## config.mk

```make
export PLATFORM = sky130hd
export DESIGN_NAME = idle_mode_wake_sequencer
export DESIGN_NICKNAME = d
export VERILOG_FILES = /design/src/idle_mode_wake_sequencer_pkg.sv /design/src/idle_mode_wake_sequencer.sv
export VERILOG_INCLUDE_DIRS = /design/src
export SDC_FILE = /design/constraint.sdc
export NUM_CORES = 1
export LEC_CHECK = 0
export BUFFER_PORTS_ARGS = -buffer_cell sky130_fd_sc_hd__buf_2
export CAP_MARGIN = 10
export CORE_MARGIN = 1
export CORE_UTILIZATION = 45
export DETAILED_ROUTE_END_ITERATION = 8
export GPL_TIMING_DRIVEN = 1
export PLACE_DENSITY = 0.67
export SYNTH_ARGS = -nofsm -noshare
export SYNTH_HDL_FRONTEND = slang
export SYNTH_SLANG_ARGS = --single-unit
```

## constraint.sdc

```tcl
create_clock -name clk_sys -period 3.2 [get_ports clk_sys]
set_input_delay 0.64 -clock clk_sys [delete_from_list [all_inputs] [get_ports clk_sys]]
set_output_delay 0.64 -clock clk_sys [all_outputs]
set_load 0.02 [all_outputs]
```

## src/idle_mode_wake_sequencer_regs.svh

```systemverilog
`ifndef IDLE_MODE_WAKE_SEQUENCER_REGS_SVH
`define IDLE_MODE_WAKE_SEQUENCER_REGS_SVH

// Register offsets
`define CTRL_ADDR            4'h0
`define STATUS_ADDR          4'h4

// Control word field positions
`define CTRL_IDLE_BIT        0
`define CTRL_CHOICE_LO       1
`define CTRL_CHOICE_HI       2
`define CTRL_FREQ_LSB        3
`define CTRL_FREQ_MSB        5
`define CTRL_SLOW_ORIGIN_BIT 6
`define CTRL_AUX_EN_BIT      7
`define CTRL_WDOG_EN_BIT     8
`define CTRL_FAILSAFE_BIT    9
`define CTRL_WIDTH           10

// Reset values; frequency code 3'h3 stands for 1 MHz
`define CTRL_RESET           10'h018
`define FREQ_RESET           3'h3

// Timing, in ns unless named otherwise
`define CLK_PERIOD_NS        10
`define CPU_START_DELAY_NS   2000
`define SETTLE_TIME_NS       5000
`define OST_TIME_NS          10000
`define PLL_LOCK_TIME_NS     200000

`endif

```

## src/idle_mode_wake_sequencer_pkg.sv

```systemverilog
package idle_mode_wake_sequencer_pkg;
  timeunit 1ns;
  timeprecision 1ps;

  typedef enum logic [1:0] {
    SRC_PRIMARY,
    SRC_AUX,
    SRC_INTERNAL
  } clk_src_e;

  typedef enum logic [1:0] {
    ST_RUN,
    ST_IDLE,
    ST_SLEEP,
    ST_WAKE
  } seq_state_e;

  typedef struct packed {
    logic       failsafe_enable;
    logic       watchdog_enable;
    logic       aux_osc_enable;
    logic       slow_origin_choice;
    logic [2:0] internal_freq_choice;
    logic [1:0] clock_choice;
    logic       idle_on_sleep;
  } ctrl_s;

  typedef struct packed {
    logic       primary_ready_flag;
    logic       aux_running_flag;
    logic       internal_osc_stable;
  } flags_s;

endpackage : idle_mode_wake_sequencer_pkg

```

## src/idle_mode_wake_sequencer.sv

```systemverilog
// Function
// - Idle sleep gates CPU, peripherals keep source
// - Idle keeps watchdog and aux oscillators running
// - Only interrupt, watchdog or reset wakes idle
// - Hold execution for CPU start delay
// - Resume on idle source, control bits kept
// - Watchdog in idle/sleep wakes to run
// - Primary idle keeps primary clock and ready
// - Aux idle: primary off, ready clear, aux set
// - Aux disabled: keep previous clock's idle mode
// - Upper choice bit selects internal; lower ignored
// - Switch to internal stops primary, clears ready
// - Fast oscillator enable and stable flag settle
// - Slow oscillator runs for watchdog, or for monitor only on internal source
// - Enabled interrupt flag starts exit sequence
// - Interrupt wake: next instruction, vector if enabled
// - Watchdog while running causes watchdog reset
// - Watchdog cleared on sleep, clear, loss, freq
// - Reset exit restarts at address zero
// - No start-up timer from primary idle/non-crystal
// - Reset exit delay depends on target clock
// - Delays concurrent; fast oscillator defaults 1 MHz
`include "idle_mode_wake_sequencer_regs.svh"

module idle_mode_wake_sequencer #(
  parameter int IRQ_N       = 8,
  parameter int CSD_NS      = `CPU_START_DELAY_NS,
  parameter int SETTLE_NS   = `SETTLE_TIME_NS,
  parameter int OST_NS      = `OST_TIME_NS,
  parameter int PLL_CYCLES  = (`PLL_LOCK_TIME_NS + `CLK_PERIOD_NS - 1) / `CLK_PERIOD_NS
) (
  input  wire logic             clk_sys,
  input  wire logic             rst,
  input  wire logic [3:0]       reg_addr,
  input  wire logic [15:0]      reg_wdata,
  input  wire logic             reg_wr,
  input  wire logic             reg_rd,
  output logic      [15:0]      reg_rdata,
  input  wire logic             sleep_instr,
  input  wire logic             watchdog_clear_instr,
  input  wire logic             watchdog_timeout,
  input  wire logic             clock_lost,
  input  wire logic [IRQ_N-1:0] irq_flags,
  input  wire logic [IRQ_N-1:0] irq_enables,
  input  wire logic [IRQ_N-1:0] irq_peripheral,
  input  wire logic             peripheral_irq_enable,
  input  wire logic             global_irq_enable,
  input  wire logic             primary_is_crystal,
  input  wire logic             primary_has_pll,
  output logic                  cpu_clock_en,
  output logic                  periph_clock_en,
  output logic      [1:0]       clock_source,
  output logic                  primary_osc_en,
  output logic                  aux_osc_run,
  output logic                  slow_osc_run,
  output logic                  fast_osc_en,
  output logic                  watchdog_clear,
  output logic                  watchdog_reset_req,
  output logic                  exec_resume,
  output logic                  vector_branch,
  output logic                  restart_at_zero
);
  timeunit 1ns;
  timeprecision 1ps;

  ////////////////////////////////////////////////////////////////////////////
  // Cycle counts, least times rounded up

  localparam int P       = `CLK_PERIOD_NS;
  localparam int CSD_C   = (CSD_NS + P - 1) / P < 1 ? 1 : (CSD_NS + P - 1) / P;
  localparam int SET_C   = (SETTLE_NS + P - 1) / P < 1 ? 1 : (SETTLE_NS + P - 1) / P;
  localparam int OST_C   = (OST_NS + P - 1) / P < 1 ? 1 : (OST_NS + P - 1) / P;
  localparam int CW      = 32;

  localparam logic [CW-1:0] CSD_W  = CW'(CSD_C);
  localparam logic [CW-1:0] SET_W  = CW'(SET_C);
  localparam logic [CW-1:0] OST_W  = CW'(OST_C);
  localparam logic [CW-1:0] PLL_W  = CW'(PLL_CYCLES);

  ////////////////////////////////////////////////////////////////////////////
  // State

  idle_mode_wake_sequencer_pkg::ctrl_s      ctrl_r;
  idle_mode_wake_sequencer_pkg::flags_s     flags_r;
  idle_mode_wake_sequencer_pkg::seq_state_e state_r;
  idle_mode_wake_sequencer_pkg::clk_src_e   src_r;
  idle_mode_wake_sequencer_pkg::clk_src_e   sleep_src;
  idle_mode_wake_sequencer_pkg::clk_src_e   choice_src;

  logic [CW-1:0] wake_cnt_r;
  logic [CW-1:0] settle_cnt_r;
  logic [CW-1:0] exit_delay;
  logic          load_pending_r;
  logic          from_reset_r;
  logic          from_idle_r;
  logic          irq_wake_r;
  logic          irq_pending;
  logic          wake_evt;
  logic          ctrl_wr;
  logic          fast_want;
  logic          wake_done;

  assign ctrl_wr   = reg_wr && (reg_addr == `CTRL_ADDR);
  assign wake_done = (state_r == idle_mode_wake_sequencer_pkg::ST_WAKE) &&
                     !load_pending_r && (wake_cnt_r <= CW'(1));

  ////////////////////////////////////////////////////////////////////////////
  // Wake sources

  // Peripheral sources also need the peripheral gate
  assign irq_pending = |(irq_flags & irq_enables &
                         (~irq_peripheral | {IRQ_N{peripheral_irq_enable}}));
  // Nothing else but reset may restart the CPU clock
  assign wake_evt = irq_pending || watchdog_timeout;

  ////////////////////////////////////////////////////////////////////////////
  // Source selection

  always_comb begin
    if (ctrl_r.clock_choice[1])
      choice_src = idle_mode_wake_sequencer_pkg::SRC_INTERNAL;
    else if (ctrl_r.clock_choice[0])
      choice_src = idle_mode_wake_sequencer_pkg::SRC_AUX;
    else
      choice_src = idle_mode_wake_sequencer_pkg::SRC_PRIMARY;
  end

  // Aux request with aux oscillator off keeps the running clock
  always_comb begin
    if (choice_src == idle_mode_wake_sequencer_pkg::SRC_AUX && !ctrl_r.aux_osc_enable)
      sleep_src = src_r;
    else
      sleep_src = choice_src;
  end

  ////////////////////////////////////////////////////////////////////////////
  // Exit delay; the CPU start delay overlaps the others

  always_comb begin
    exit_delay = CSD_W;
    if (!from_idle_r && src_r == idle_mode_wake_sequencer_pkg::SRC_PRIMARY &&
        primary_is_crystal) begin
      if (primary_has_pll)
        exit_delay = OST_W + PLL_W;
      else
        exit_delay = OST_W;
      if (exit_delay < CSD_W)
        exit_delay = CSD_W;
    end
  end

  ////////////////////////////////////////////////////////////////////////////
  // Register file

  always_ff @(posedge clk_sys) begin
    if (rst) begin
      ctrl_r <= idle_mode_wake_sequencer_pkg::ctrl_s'(`CTRL_RESET);
    end else if (ctrl_wr) begin
      ctrl_r <= idle_mode_wake_sequencer_pkg::ctrl_s'(reg_wdata[`CTRL_WIDTH-1:0]);
    end
  end

  always_ff @(posedge clk_sys) begin
    if (rst) begin
      reg_rdata <= 16'h0000;
    end else if (reg_rd) begin
      unique case (reg_addr)
        `CTRL_ADDR:   reg_rdata <= {6'h00, ctrl_r};
        `STATUS_ADDR: reg_rdata <= {8'h00, cpu_clock_en, state_r, src_r, flags_r};
        default:      reg_rdata <= 16'h0000;
      endcase
    end else begin
      reg_rdata <= 16'h0000;
    end
  end

  ////////////////////////////////////////////////////////////////////////////
  // Sequencer

  always_ff @(posedge clk_sys) begin
    if (rst) begin
      state_r        <= idle_mode_wake_sequencer_pkg::ST_WAKE;
      src_r          <= idle_mode_wake_sequencer_pkg::SRC_PRIMARY;
      wake_cnt_r     <= '0;
      load_pending_r <= 1'b1;
      from_reset_r   <= 1'b1;
      from_idle_r    <= 1'b0;
      irq_wake_r     <= 1'b0;
    end else begin
      unique case (state_r)
        idle_mode_wake_sequencer_pkg::ST_RUN: begin
          if (sleep_instr) begin
            from_reset_r <= 1'b0;
            if (ctrl_r.idle_on_sleep) begin
              state_r     <= idle_mode_wake_sequencer_pkg::ST_IDLE;
              src_r       <= sleep_src;
              from_idle_r <= 1'b1;
            end else begin
              state_r     <= idle_mode_wake_sequencer_pkg::ST_SLEEP;
              from_idle_r <= 1'b0;
            end
          end else begin
            // Follows the choice field; aux waits for its enable
            src_r <= sleep_src;
          end
        end
        idle_mode_wake_sequencer_pkg::ST_IDLE,
        idle_mode_wake_sequencer_pkg::ST_SLEEP: begin
          if (wake_evt) begin
            state_r        <= idle_mode_wake_sequencer_pkg::ST_WAKE;
            load_pending_r <= 1'b1;
            irq_wake_r     <= irq_pending;
            // Watchdog wake lands in the mode the choice field names
            if (watchdog_timeout && !irq_pending)
              src_r <= choice_src;
          end
        end
        idle_mode_wake_sequencer_pkg::ST_WAKE: begin
          if (load_pending_r) begin
            wake_cnt_r     <= exit_delay;
            load_pending_r <= 1'b0;
          end else if (wake_cnt_r > CW'(1)) begin
            wake_cnt_r <= wake_cnt_r - CW'(1);
          end else begin
            // Idle source carries on as the run source
            state_r    <= idle_mode_wake_sequencer_pkg::ST_RUN;
            wake_cnt_r <= '0;
          end
        end
      endcase
    end
  end

  ////////////////////////////////////////////////////////////////////////////
  // Clock gates and resume pulses

  always_ff @(posedge clk_sys) begin
    if (rst) begin
      cpu_clock_en    <= 1'b0;
      periph_clock_en <= 1'b0;
      exec_resume     <= 1'b0;
      vector_branch   <= 1'b0;
      restart_at_zero <= 1'b0;
    end else begin
      exec_resume     <= wake_done && !from_reset_r;
      vector_branch   <= wake_done && !from_reset_r && irq_wake_r &&
                         global_irq_enable;
      restart_at_zero <= wake_done && from_reset_r;
      if (state_r == idle_mode_wake_sequencer_pkg::ST_RUN && sleep_instr) begin
        cpu_clock_en    <= 1'b0;
        periph_clock_en <= ctrl_r.idle_on_sleep;
      end else if (wake_done) begin
        // Execution starts on the cycle after the delay
        cpu_clock_en    <= 1'b1;
        periph_clock_en <= 1'b1;
      end else if (state_r == idle_mode_wake_sequencer_pkg::ST_WAKE && from_idle_r) begin
        periph_clock_en <= 1'b1;
      end
    end
  end

  ////////////////////////////////////////////////////////////////////////////
  // Oscillators and ready flags

  assign fast_want = (ctrl_r.internal_freq_choice != 3'h0) ||
                     ctrl_r.slow_origin_choice;

  always_ff @(posedge clk_sys) begin
    if (rst) begin
      primary_osc_en <= 1'b1;
      aux_osc_run    <= 1'b0;
      slow_osc_run   <= 1'b0;
      fast_osc_en    <= 1'b0;
      clock_source   <= 2'h0;
    end else begin
      clock_source <= src_r;
      aux_osc_run  <= ctrl_r.aux_osc_enable;
      slow_osc_run <= ctrl_r.watchdog_enable ||
                      (ctrl_r.failsafe_enable &&
                       src_r == idle_mode_wake_sequencer_pkg::SRC_INTERNAL);
      // Sleep stops the primary and fast oscillators; aux follows its enable
      if (state_r == idle_mode_wake_sequencer_pkg::ST_SLEEP) begin
        primary_osc_en <= 1'b0;
        fast_osc_en    <= 1'b0;
      end else begin
        primary_osc_en <= (src_r == idle_mode_wake_sequencer_pkg::SRC_PRIMARY);
        fast_osc_en    <= (src_r == idle_mode_wake_sequencer_pkg::SRC_INTERNAL) &&
                          fast_want;
      end
    end
  end

  always_ff @(posedge clk_sys) begin
    if (rst) begin
      settle_cnt_r <= '0;
    end else if (!fast_osc_en) begin
      settle_cnt_r <= '0;
    end else if (settle_cnt_r < SET_W) begin
      settle_cnt_r <= settle_cnt_r + CW'(1);
    end
  end

  always_ff @(posedge clk_sys) begin
    if (rst) begin
      flags_r <= '0;
    end else if (state_r == idle_mode_wake_sequencer_pkg::ST_SLEEP) begin
      flags_r <= '0;
    end else begin
      flags_r.aux_running_flag <= (src_r == idle_mode_wake_sequencer_pkg::SRC_AUX);
      // Stable once settled; stays set while enabled
      flags_r.internal_osc_stable <= fast_osc_en && (settle_cnt_r >= SET_W);
      if (src_r != idle_mode_wake_sequencer_pkg::SRC_PRIMARY)
        flags_r.primary_ready_flag <= 1'b0;
      else if (wake_done || state_r == idle_mode_wake_sequencer_pkg::ST_RUN)
        flags_r.primary_ready_flag <= 1'b1;
    end
  end

  ////////////////////////////////////////////////////////////////////////////
  // Watchdog side effects

  always_ff @(posedge clk_sys) begin
    if (rst) begin
      watchdog_clear     <= 1'b0;
      watchdog_reset_req <= 1'b0;
    end else begin
      watchdog_clear <= (state_r == idle_mode_wake_sequencer_pkg::ST_RUN && sleep_instr) ||
                        watchdog_clear_instr ||
                        (clock_lost && ctrl_r.failsafe_enable) ||
                        (ctrl_wr && src_r == idle_mode_wake_sequencer_pkg::SRC_INTERNAL &&
                         reg_wdata[`CTRL_FREQ_MSB:`CTRL_FREQ_LSB] !=
                         ctrl_r.internal_freq_choice);
      // Running code takes a reset, not a wake
      watchdog_reset_req <= watchdog_timeout &&
                            state_r == idle_mode_wake_sequencer_pkg::ST_RUN;
    end
  end

endmodule : idle_mode_wake_sequencer

```

* Word-level counts from Yosys, hierarchy flattened *
Cells that the tools add are included.

operators by class
  $add $sub $neg = 2
  $lt $le $gt $ge = 5
  equal/unequal tests = 14
  mux-type cells = 28
  bitwise gates (word level) = 6
  reductions and logical operators = 52

operators by type and width
  cell                                                                 number
  two-way mux 32 bit                                                   5
  adder 32 x 1 -> 32 bit (second input constant)                       1
  greater-or-equal comparator 32 x 9 -> 1 bit (second input constant)  1
  > comparator 32 x 1 -> 1 bit (second input constant)                 1
  less-or-equal comparator 32 x 1 -> 1 bit (second input constant)     1
  < comparator 32 x 8 -> 1 bit (second input constant)                 1
  < comparator 32 x 9 -> 1 bit (second input constant)                 1
  subtractor 32 x 1 -> 32 bit (second input constant)                  1
  two-way mux 2 bit                                                    11
  logical AND 1 bit                                                    20
  case mux 10 bit (2 select lines)                                     1
  bitwise AND 8 bit                                                    2
  two-way mux 15 bit                                                   1
  != test 2 bit (second input constant)                                5
  OR reduction 2 bit                                                   5
  inverter 8 bit                                                       1
  bitwise OR 8 bit                                                     1
  AND reduction 4 bit                                                  2
  OR reduction 8 bit                                                   1
  logical OR 1 bit                                                     7
  two-way mux 1 bit                                                    7
  equality test 2 x 1 -> 1 bit (second input constant)                 3
  equality test 2 bit (second input constant)                          3
  case mux 2 bit (3 select lines)                                      1
  other kinds (13)                                                     24

storage, ports and cells
  flip-flop bits (word level) = 114
  input port bits = 56
  output and inout port bits = 29
  word-level logic and storage cells = 138

* Depth between registers and ports, before layout *
Gate-level depths: netlist of the first run.

  depth after elaboration = 9
  depth in mapped cells = 9
  depth with buffers taken out = 8

* Least setup slack after synthesis of the first run *
Ideal clock, no wire load.

  kind = reg-to-reg
  start point = register wake_cnt_r[11]
  end point = register wake_cnt_r[30]
  library setup time = 0.074 ns
  data arrival time = 2.397 ns
  required time = 3.126 ns
  path slack = 0.729 ns
  stages on the path, launching flop included = 8
  buffers on the path = 1
  period minus slack after synthesis = 2.471 ns
  cells stage by stage = dfxtp_1 > or4_4 > or4_4 > or2_1 > clkbuf_2 > or3_1 > or3_1 > o21ai_0

between the ends
  word-level cells in the longest chain between the ends = 3
  elaborated cells on any way between the ends = 4
  classes of those cells = add/sub (1); order compare (1); mux (2)

RTL lines
  element                                                                             line                                                              RTL
  start: declaration                                                                  idle_mode_wake_sequencer.sv:90                                    logic [CW-1:0] wake_cnt_r;
  start signal: assignment                                                            idle_mode_wake_sequencer.sv:220                                   wake_cnt_r <= exit_delay;
  start signal: assignment                                                            idle_mode_wake_sequencer.sv:223                                   wake_cnt_r <= wake_cnt_r - CW'(1);
  subtractor 32 x 1 -> 32 bit / > comparator 32 x 1 -> 1 bit (equally long branches)  idle_mode_wake_sequencer.sv:223, idle_mode_wake_sequencer.sv:222
  two-way mux 32 bit *                                                                idle_mode_wake_sequencer.sv:222                                   end else if (wake_cnt_r > CW'(1)) begin
  two-way mux 32 bit *                                                                idle_mode_wake_sequencer.sv:219                                   if (load_pending_r) begin

Every way passes the cells marked *; elsewhere a longest branch is shown, timed or not.
A chain may end at the register's enable or synchronous reset.

* Worst setup path in the final report of the first run *
  start point = register wake_cnt_r[11]
  end point = register wake_cnt_r[25]

Same word-level chain as after synthesis.

==> results of run 1 <==
[cells in the final DEF, fill, tap and decap left out, types with 7 or more instances in the layout]
| cell type | instances |
|---|---|
| dfxtp_1 | 108 |
| buf_2 | 72 |
| nand2_1 | 65 |
| nor2_1 | 51 |
| a21oi_1 | 37 |
| o21ai_0 | 29 |
| and2_1 | 24 |
| nor4_1 | 21 |
| nor3_1 | 21 |
| nor2b_1 | 17 |
| inv_1 | 16 |
| xor2_1 | 9 |
| or3_1 | 9 |
| nand3_1 | 9 |
| a22oi_1 | 9 |
| clkbuf_8 | 9 |
| a31oi_1 | 8 |
| ha_1 | 8 |
| buf_4 | 7 |
[routing by layer]
layer | vias up | share of wire
met4 | 0 | 0.0094
met5 | - | 0
met1 | 1892 | 0.48
met2 | 89 | 0.47
met3 | 6 | 0.042
li1 | 2048 | -
[power by group through the flow]
stage,clock network [mW],logic (mW),registers (mW)
final,0.875,1.71,1.67
after global routing,0.970,1.94,1.70
after CTS,0.908,1.70,1.67
after detailed placement,0,1.69,1.70
after global placement,0,1.65,1.69
after floorplan,0,1.31,1.66
[layout make-up]
class,count,area (sq um),area share
clock inverters,7,87.58,0.01643
inverters,16,60.06,0.01127
repair buffers,80,432.9,0.08122
multi-input cells,402,2297,0.4310
clock buffers,9,123.9,0.02324
well taps,133,166.4,0.03122
flip-flops and latches,108,2162,0.4056
[flip-flops by register name, indices dropped and copies added (netlist names), 2 cells and up]
name and flops:
state_r 2, ctrl_r 10, src_r 2, flags_r 3
settle_cnt_r 32, wake_cnt_r 32, reg_rdata 10, clock_source 2
[worst max-delay path, cell delays in order (launching register included)]
cell and delay [ns]:
dfxtp_1 0.36, or4_4 0.57, or4_4 0.51, nor3_1 0.33, buf_12 0.18, nand2b_1 0.41, o21ai_0 0.19, a21o_1 0.20
[logic make-up after synthesis]
group	Yosys count
AND/OR/NAND/NOR	258
AO/OA/AOI/OAI	110
flip-flops	108
buffers and inverters	46
XOR/XNOR	14
adder cells (fa/ha/maj)	8
multiplexers	6
other	1
[per-stage QoR]
step	hold WS (ns)	total power [mW]	util	instance area [sq um]	setup slack, ns
floorplan	0.4122	2.970	-	4658	0.7291
CTS	0.4607	4.274	0.5403	5330	0.3481
detailed placement	0.4441	3.385	0.5189	5119	0.3522
global placement	0.4417	3.335	0.5189	5119	0.4363
finish	0.4721	4.251	0.5403	5330	0.3796
global route	0.4692	4.601	0.5403	5330	0.2254
[worst max path at each step]
stage	to	startpoint	slack, ns	depth (start not counted)
floorplan	wake_cnt_r[30]$_SDFFE_PP0N_	wake_cnt_r[11]$_SDFFE_PP0N_	0.73	7
finish	wake_cnt_r[25]$_SDFFE_PP0N_	wake_cnt_r[11]$_SDFFE_PP0N_	0.38	7
global route	wake_cnt_r[25]$_SDFFE_PP0N_	wake_cnt_r[11]$_SDFFE_PP0N_	0.23	7
detailed placement	wake_cnt_r[25]$_SDFFE_PP0N_	wake_cnt_r[11]$_SDFFE_PP0N_	0.35	7
global placement	wake_cnt_r[25]$_SDFFE_PP0N_	wake_cnt_r[11]$_SDFFE_PP0N_	0.44	7
CTS	wake_cnt_r[25]$_SDFFE_PP0N_	wake_cnt_r[11]$_SDFFE_PP0N_	0.35	7
==> impl_metrics.tcl, run 1 <==
set metrics [dict create \
    htree_levels 3 \
    ys_warn_count 0 \
    wirelength_um 10180 \
    die_w_um 103.5 \
    busiest_layer "met2" \
    vias 4035 \
    finalCriticalPeriod_ns 2.820 \
    comb_power_share 0.401 \
    worstPathRequired_ns 3.49 \
    grt_pass1_vias 3706 \
    seq_area_frac_synth 0.4660 \
    synth_area_leaders "dfxtp_1, nand2_1, nor2_1, a21oi_1, and2_1" \
    hpwl_um 7343 \
    cts_resized 0 \
    syn-cell-area_sq_um 4639 \
    setup_viol 0 \
    area_growth_syn_to_layout_pct 14.89 \
    hold_viol_final 0 \
    overflow 0 \
    placedCellCount 739 \
    holdCritPathClass "reg2reg" \
    p_sw_mw 1.698 \
    synth_edf_count 0 \
    start_kind "flip-flop" \
    outcome "completed" \
    slew_violations 0 \
    swShare 0.3993 \
    synth_compound_area_frac 0.1416 \
    fp.dieH_um 103.5 \
    peakVddDrop_mv 0.3764 \
    endpoint_kind "flip-flop" \
    reg2reg_depth 7 \
    drtPass1Iterations 4 \
    antenna_found_initial 0 \
    core_area_sq_um 9864 \
    finClkSkew_ns 0.01089 \
    drive_gt1_frac 0.1672 \
    p_int_mw 2.554 \
    post-route-period-util 0.8814 \
    hold_buffers 0 \
    synthFlopType "dfxtp_1" \
    clockBufferDepth 2 \
    arrival_ns 3.11 \
    grt_util_all_layers 0.2009 \
    hp-start "settle_cnt_r[31]$_SDFFE_PP0P_" \
    cts_sinks 108 \
    synth.top_cell.area_share 0.4660 \
    synthMuxAreaShare 0.01321 \
    use_met2 0.3135 \
    p_per_area_nw_per_um2 797.6 \
    fin_cells 755 \
    syn_inst 551 \
    path_max_fanout 14 \
    postCtsSetupBuffers 0 \
    p_seq_frac 0.393 \
    viasPerCell 5.344 \
    synth_commonest_cells "dfxtp_1, nand2_1, nor2_1, a21oi_1, o21ai_0" \
    post-route-drc-count 0 \
    setup-tns-final_ns 0 \
    cts_root_buf "clkbuf_8" \
    synth.avg_cell_area_sq_um 8.420 \
    path_class "reg2reg" \
    initial_core_util 0.4703 \
    regToRegEndpoint "wake_cnt_r[25]$_SDFFE_PP0N_" \
    yosys.area.top_type "dfxtp_1" \
    port_buffers 72 \
    yosysUniqueCellTypes 54 \
    cts_tree "yes" \
    fmax_ghz 0.3546 \
    worstMarginPinSlew_ns 0.9407 \
    routedWlPerCell_um 13.49 \
    grt_use_met1 0.2717 \
    fin_nets 681 \
    slew_headroom 0.3706 \
    r2r-start "wake_cnt_r[11]$_SDFFE_PP0N_" \
    grt_pass1_wl_um 17530 \
    final_antenna_net_count 0 \
    worstHoldPathCells 1 \
    pin_count 85 \
    clkPwrFrac 0.206 \
    r2r_slack_ns 0.38 \
    synth-simple-area-share 0.2875 \
    drv_cap 0 \
    synth-seq-cells 108 \
    antenna_cells 0 \
    grt_use_met3 0.05979 \
    synth_most_common_cell "dfxtp_1" \
    synth-adder-area-share 0.02157 \
    die-area_sq_um 10720 \
    n_fill_cell 943 \
    synth_top_family_by_area "simple AND/OR/NAND/NOR gates" \
    drt_iter0_drc 170 \
    grt_max_degree 32 \
    globalplace.congestion 0.8152 \
    row_count 36 \
    clkSlewWorstSetupHoldPaths_ns 0.11 \
    p_leak_nw 2.224 \
    synthArstFlopShare 0 \
    rsz0062_at_grt "no" \
    clk_latency_ns 0.39 \
    cts_inserted_buffers 9 \
    yosys.area_share.xor_xnor 0.02643 \
    holdPathEnd "settle_cnt_r[31]$_SDFFE_PP0P_" \
]
No activity file was read; power rests on OpenSTA's default activity.
==> inputs of run 2 (changes only) <==
- RECOVER_POWER: not set -> 50
==> impl_metrics.tcl, run 2 (synthesis results as in run 1) <==
set metrics [dict create \
    path_max_fanout 14 \
    top_regs "settle_cnt_r x32, wake_cnt_r x32" \
    clk_latency_ns 0.39 \
    antenna_cells 0 \
    outcome "completed" \
    port_buffers 72 \
    grt_pass1_vias 3706 \
    layout_commonest_cell "dfxtp_1" \
    fmax_ghz 0.3541 \
    drv_cap 0 \
    power_mw 4.244 \
    setup-tns-final_ns 0 \
    grt_max_degree 32 \
    die_w_um 103.5 \
    vias 4024 \
    arrival_ns 3.12 \
    finalCriticalPeriod_ns 2.824 \
    initial_core_util 0.4703 \
    drtPass1Iterations 4 \
    cts_resized 0 \
    seq_area_sq_um 2162 \
    cts_inserted_buffers 9 \
    antenna_found_initial 0 \
    die-area_sq_um 10720 \
    setup_viol 0 \
    final_antenna_net_count 0 \
    path_class "reg2reg" \
    area_growth_syn_to_layout_pct 14.16 \
    slew_violations 0 \
    cts_tree "yes" \
    pin_count 85 \
    layout_common_cells "dfxtp_1, nand2_1, nor2_1, buf_2, a21oi_1" \
    hpwl_um 7343 \
    row_count 36 \
    cts_sinks 108 \
    hold_buffers 0 \
    holdCritPathClass "reg2reg" \
    start_kind "flip-flop" \
    grt_pass1_wl_um 17530 \
    rsz0062_at_grt "no" \
    overflow 0 \
    clockBufferDepth 2 \
    fin_nets 681 \
    clkSlewWorstSetupHoldPaths_ns 0.11 \
    multi_input_area_sq_um 2297 \
    grt_util_all_layers 0.2009 \
    postCtsSetupBuffers 0 \
    viasPerCell 5.330 \
    post-route-period-util 0.8825 \
    fp.dieH_um 103.5 \
    wirelength_um 10130 \
    p_leak_nw 2.115 \
    p_per_area_nw_per_um2 801.2 \
    endpoint_kind "flip-flop" \
    core_area_sq_um 9864 \
    post-route-drc-count 0 \
    n_fill_cell 952 \
    globalplace.congestion 0.8152 \
    worstPathRequired_ns 3.50 \
    drive_gt1_frac 0.1302 \
    routedWlPerCell_um 13.42 \
    finClkSkew_ns 0.01082 \
    drt_iter0_drc 193 \
    peakVddDrop_mv 0.3758 \
    cts_root_buf "clkbuf_8" \
    hold_viol_final 0 \
    slew_headroom 0.1546 \
    htree_levels 3 \
    worstMarginPinSlew_ns 1.268 \
]
-- run 2: cell count changes in the layout (fill, tap and decap cells not counted) --
cell      delta
and2_0      +14
clkbuf_1    +23
buf_4        -2
and2_1      -14
buf_2       -21
-- run 2: worst paths after layout --
path | startpoint | to | slack, ns | cells after the start
min reg2reg | settle_cnt_r[31]$_SDFFE_PP0P_ | settle_cnt_r[31]$_SDFFE_PP0P_ | 0.47 | 1
max | wake_cnt_r[11]$_SDFFE_PP0N_ | wake_cnt_r[25]$_SDFFE_PP0N_ | 0.38 | 7
max reg2reg | wake_cnt_r[11]$_SDFFE_PP0N_ | wake_cnt_r[25]$_SDFFE_PP0N_ | 0.38 | 7
min | settle_cnt_r[31]$_SDFFE_PP0P_ | settle_cnt_r[31]$_SDFFE_PP0P_ | 0.47 | 1
-- run 2: area by class of cell --
| class | count | area share |
|---|---|---|
| Timing Repair Buffer | 80 | 0.07536 |
| Inverter | 16 | 0.01134 |
| Multi-Input combinational cell | 402 | 0.4337 |
| Tap cell | 133 | 0.03142 |
| Clock buffer | 9 | 0.02339 |
| Sequential cell | 108 | 0.4082 |
| Clock inverter | 7 | 0.01654 |
-- run 2: metrics by stage --
step,instances,hold slack (ns),instance area [sq um],setup WS [ns],utilization
6_report,755,0.4720,5296,0.3762,0.5369
3_3_place_gp,739,0.4417,5119,0.4363,0.5189
5_1_grt,755,0.4692,5296,0.2254,0.5369
2_1_floorplan,556,0.4122,4658,0.7291,-
3_5_place_dp,739,0.4441,5119,0.3522,0.5189
4_1_cts,755,0.4607,5330,0.3481,0.5403
-- run 2: per-layer routing --
metal / track usage / vias up / share of wire
li1: - / 2050 / -
met1: 0.2717 / 1880 / 0.48
met2: 0.3135 / 90 / 0.46
met3: 0.05979 / 4 / 0.049
met4: 0.04969 / 0 / 0.0077
met5: 0 / - / 0
-- run 2: critical path: stages, from the launching register on --
cell,delay [ns]
dfxtp_1,0.36
or4_4,0.57
or4_4,0.51
nor3_1,0.33
buf_12,0.18
nand2b_1,0.41
o21ai_0,0.19
a21o_1,0.20
-- run 2: power breakdown --
part	total [mW]	switching, mW	leakage [nW]	internal, mW
clock network	0.876	0.496	0.108	0.381
logic	1.70	1.03	1.13	0.670
registers	1.67	0.168	0.875	1.50
==> inputs of run 3 (changes only) <==
- PLACE_DENSITY: 0.67 -> 0.73
==> impl_metrics.tcl, run 3 (synthesis results as in run 1) <==
set metrics [dict create \
    outcome "finished with violations" \
    violations "max-capacitance violations, max-slew violations" \
    grt_pass1_wl_um 17390 \
    finalCriticalPeriod_ns 2.821 \
    finClkSkew_ns 0.01483 \
    clockBufferDepth 2 \
    layout_commonest_cell "dfxtp_1" \
    top_regs "settle_cnt_r x32, wake_cnt_r x32" \
    endpoint_kind "flip-flop" \
    fp.dieH_um 103.5 \
    dpl_cell_area_sq_um 5119 \
    cts_resized 0 \
    clk_latency_ns 0.38 \
    start_kind "primary input" \
    worstHoldPathCells 1 \
    area_growth_syn_to_layout_pct 14.13 \
    globalplace.congestion 0.8043 \
    worstMarginPinSlew_ns 1.994 \
    grt_max_degree 48 \
    holdCritPathClass "reg2reg" \
    setup-tns-final_ns 0 \
    cts_tree "yes" \
    reg2reg_depth 7 \
    postCtsSetupBuffers 0 \
    setup_viol 0 \
    post-route-drc-count 0 \
    cts_sinks 108 \
    fin_nets 681 \
    post-route-period-util 0.8815 \
    final_antenna_net_count 0 \
    layout_common_cells "dfxtp_1, nand2_1, nor2_1, buf_2, a21oi_1" \
    vias 4069 \
    drtPass1Iterations 5 \
    cts_root_buf "clkbuf_8" \
    hp-start "from_reset_r$_SDFFE_PP1P_" \
    drt_iter0_drc 249 \
    rsz0062_at_grt "no" \
    grt_pass1_vias 3755 \
    row_count 36 \
    pin_count 85 \
    antenna_cells 0 \
    holdPathEnd "exec_resume$_SDFF_PP0_" \
    drv_cap 1 \
    grt_util_all_layers 0.1967 \
    cts_inserted_buffers 9 \
    p_per_area_nw_per_um2 797.1 \
    overflow 0 \
    die_w_um 103.5 \
    viasPerCell 5.389 \
    worstPathRequired_ns 3.47 \
    die-area_sq_um 10720 \
    path_class "in2reg" \
    port_buffers 72 \
    initial_core_util 0.4703 \
    routedWlPerCell_um 13.47 \
    slew_headroom -0.3291 \
    placedCellCount 739 \
    hpwl_um 7371 \
    hold_buffers 0 \
    antenna_found_initial 0 \
    htree_levels 3 \
    fmax_ghz 0.3545 \
    hold_viol_final 0 \
    r2r-start "wake_cnt_r[11]$_SDFFE_PP0N_" \
    p_leak_nw 2.118 \
    fin_cells 755 \
    peakVddDrop_mv 0.3821 \
    drive_gt1_frac 0.1302 \
    path_max_fanout 47 \
    wirelength_um 10170 \
    design_area_sq_um 5295 \
    clkSlewWorstSetupHoldPaths_ns 0.11 \
    r2r_slack_ns 0.43 \
    regToRegEndpoint "wake_cnt_r[26]$_SDFFE_PP0N_" \
    core_area_sq_um 9864 \
    n_fill_cell 914 \
    final_util 0.5368 \
    arrival_ns 3.09 \
    slew_violations 48 \
]
## run 3: critical path, stage by stage
cell	delay [ns]
clkbuf_1	0.30
clkbuf_1	1.47
nor2b_1	0.08
clkbuf_2	0.33
and2_0	0.24
## run 3: worst max-delay path by stage
stage / to / from / depth (start not counted) / slack (ns)
2_1_floorplan: wake_cnt_r[30]$_SDFFE_PP0N_ / wake_cnt_r[11]$_SDFFE_PP0N_ / 7 / 0.73
3_3_place_gp: wake_cnt_r[25]$_SDFFE_PP0N_ / wake_cnt_r[11]$_SDFFE_PP0N_ / 7 / 0.47
3_5_place_dp: wake_cnt_r[26]$_SDFFE_PP0N_ / wake_cnt_r[11]$_SDFFE_PP0N_ / 7 / 0.43
4_1_cts: wake_cnt_r[26]$_SDFFE_PP0N_ / wake_cnt_r[11]$_SDFFE_PP0N_ / 7 / 0.43
5_1_grt: settle_cnt_r[25]$_SDFFE_PP0P_ / rst / 5 / 0.18
6_report: settle_cnt_r[25]$_SDFFE_PP0P_ / rst / 5 / 0.38
## run 3: area by class of cell
class / count / area [sq um] / share of cell area
Sequential cell: 108 / 2162 / 0.4083
Clock inverter: 7 / 86.33 / 0.01630
Timing Repair Buffer: 80 / 399.1 / 0.07538
Clock buffer: 9 / 123.9 / 0.02339
Inverter: 16 / 60.06 / 0.01134
Tap cell: 133 / 166.4 / 0.03143
Multi-Input combinational cell: 402 / 2297 / 0.4338
## run 3: through the flow
step	hold slack, ns	setup WS [ns]	power (mW)
5_1_grt	0.4688	0.1772	4.536
3_3_place_gp	0.4413	0.4714	3.325
6_report	0.4652	0.3793	4.221
3_5_place_dp	0.4440	0.4334	3.378
4_1_cts	0.4614	0.4281	4.234
2_1_floorplan	0.4122	0.7291	2.970
## run 3: per-layer routing
layer  up-vias  share of wire  global-route usage
li1       2040              -                   -
met1      1899           0.47              0.2631
met2       119           0.47              0.3212
met3        11          0.052             0.03210
met4         0          0.014             0.06832
met5         -              0                   0
## run 3: power breakdown
group	total [mW]	switching, mW	internal [mW]
Sequential	1.67	0.168	1.50
Clock	0.850	0.531	0.319
Combinational	1.70	1.03	0.670
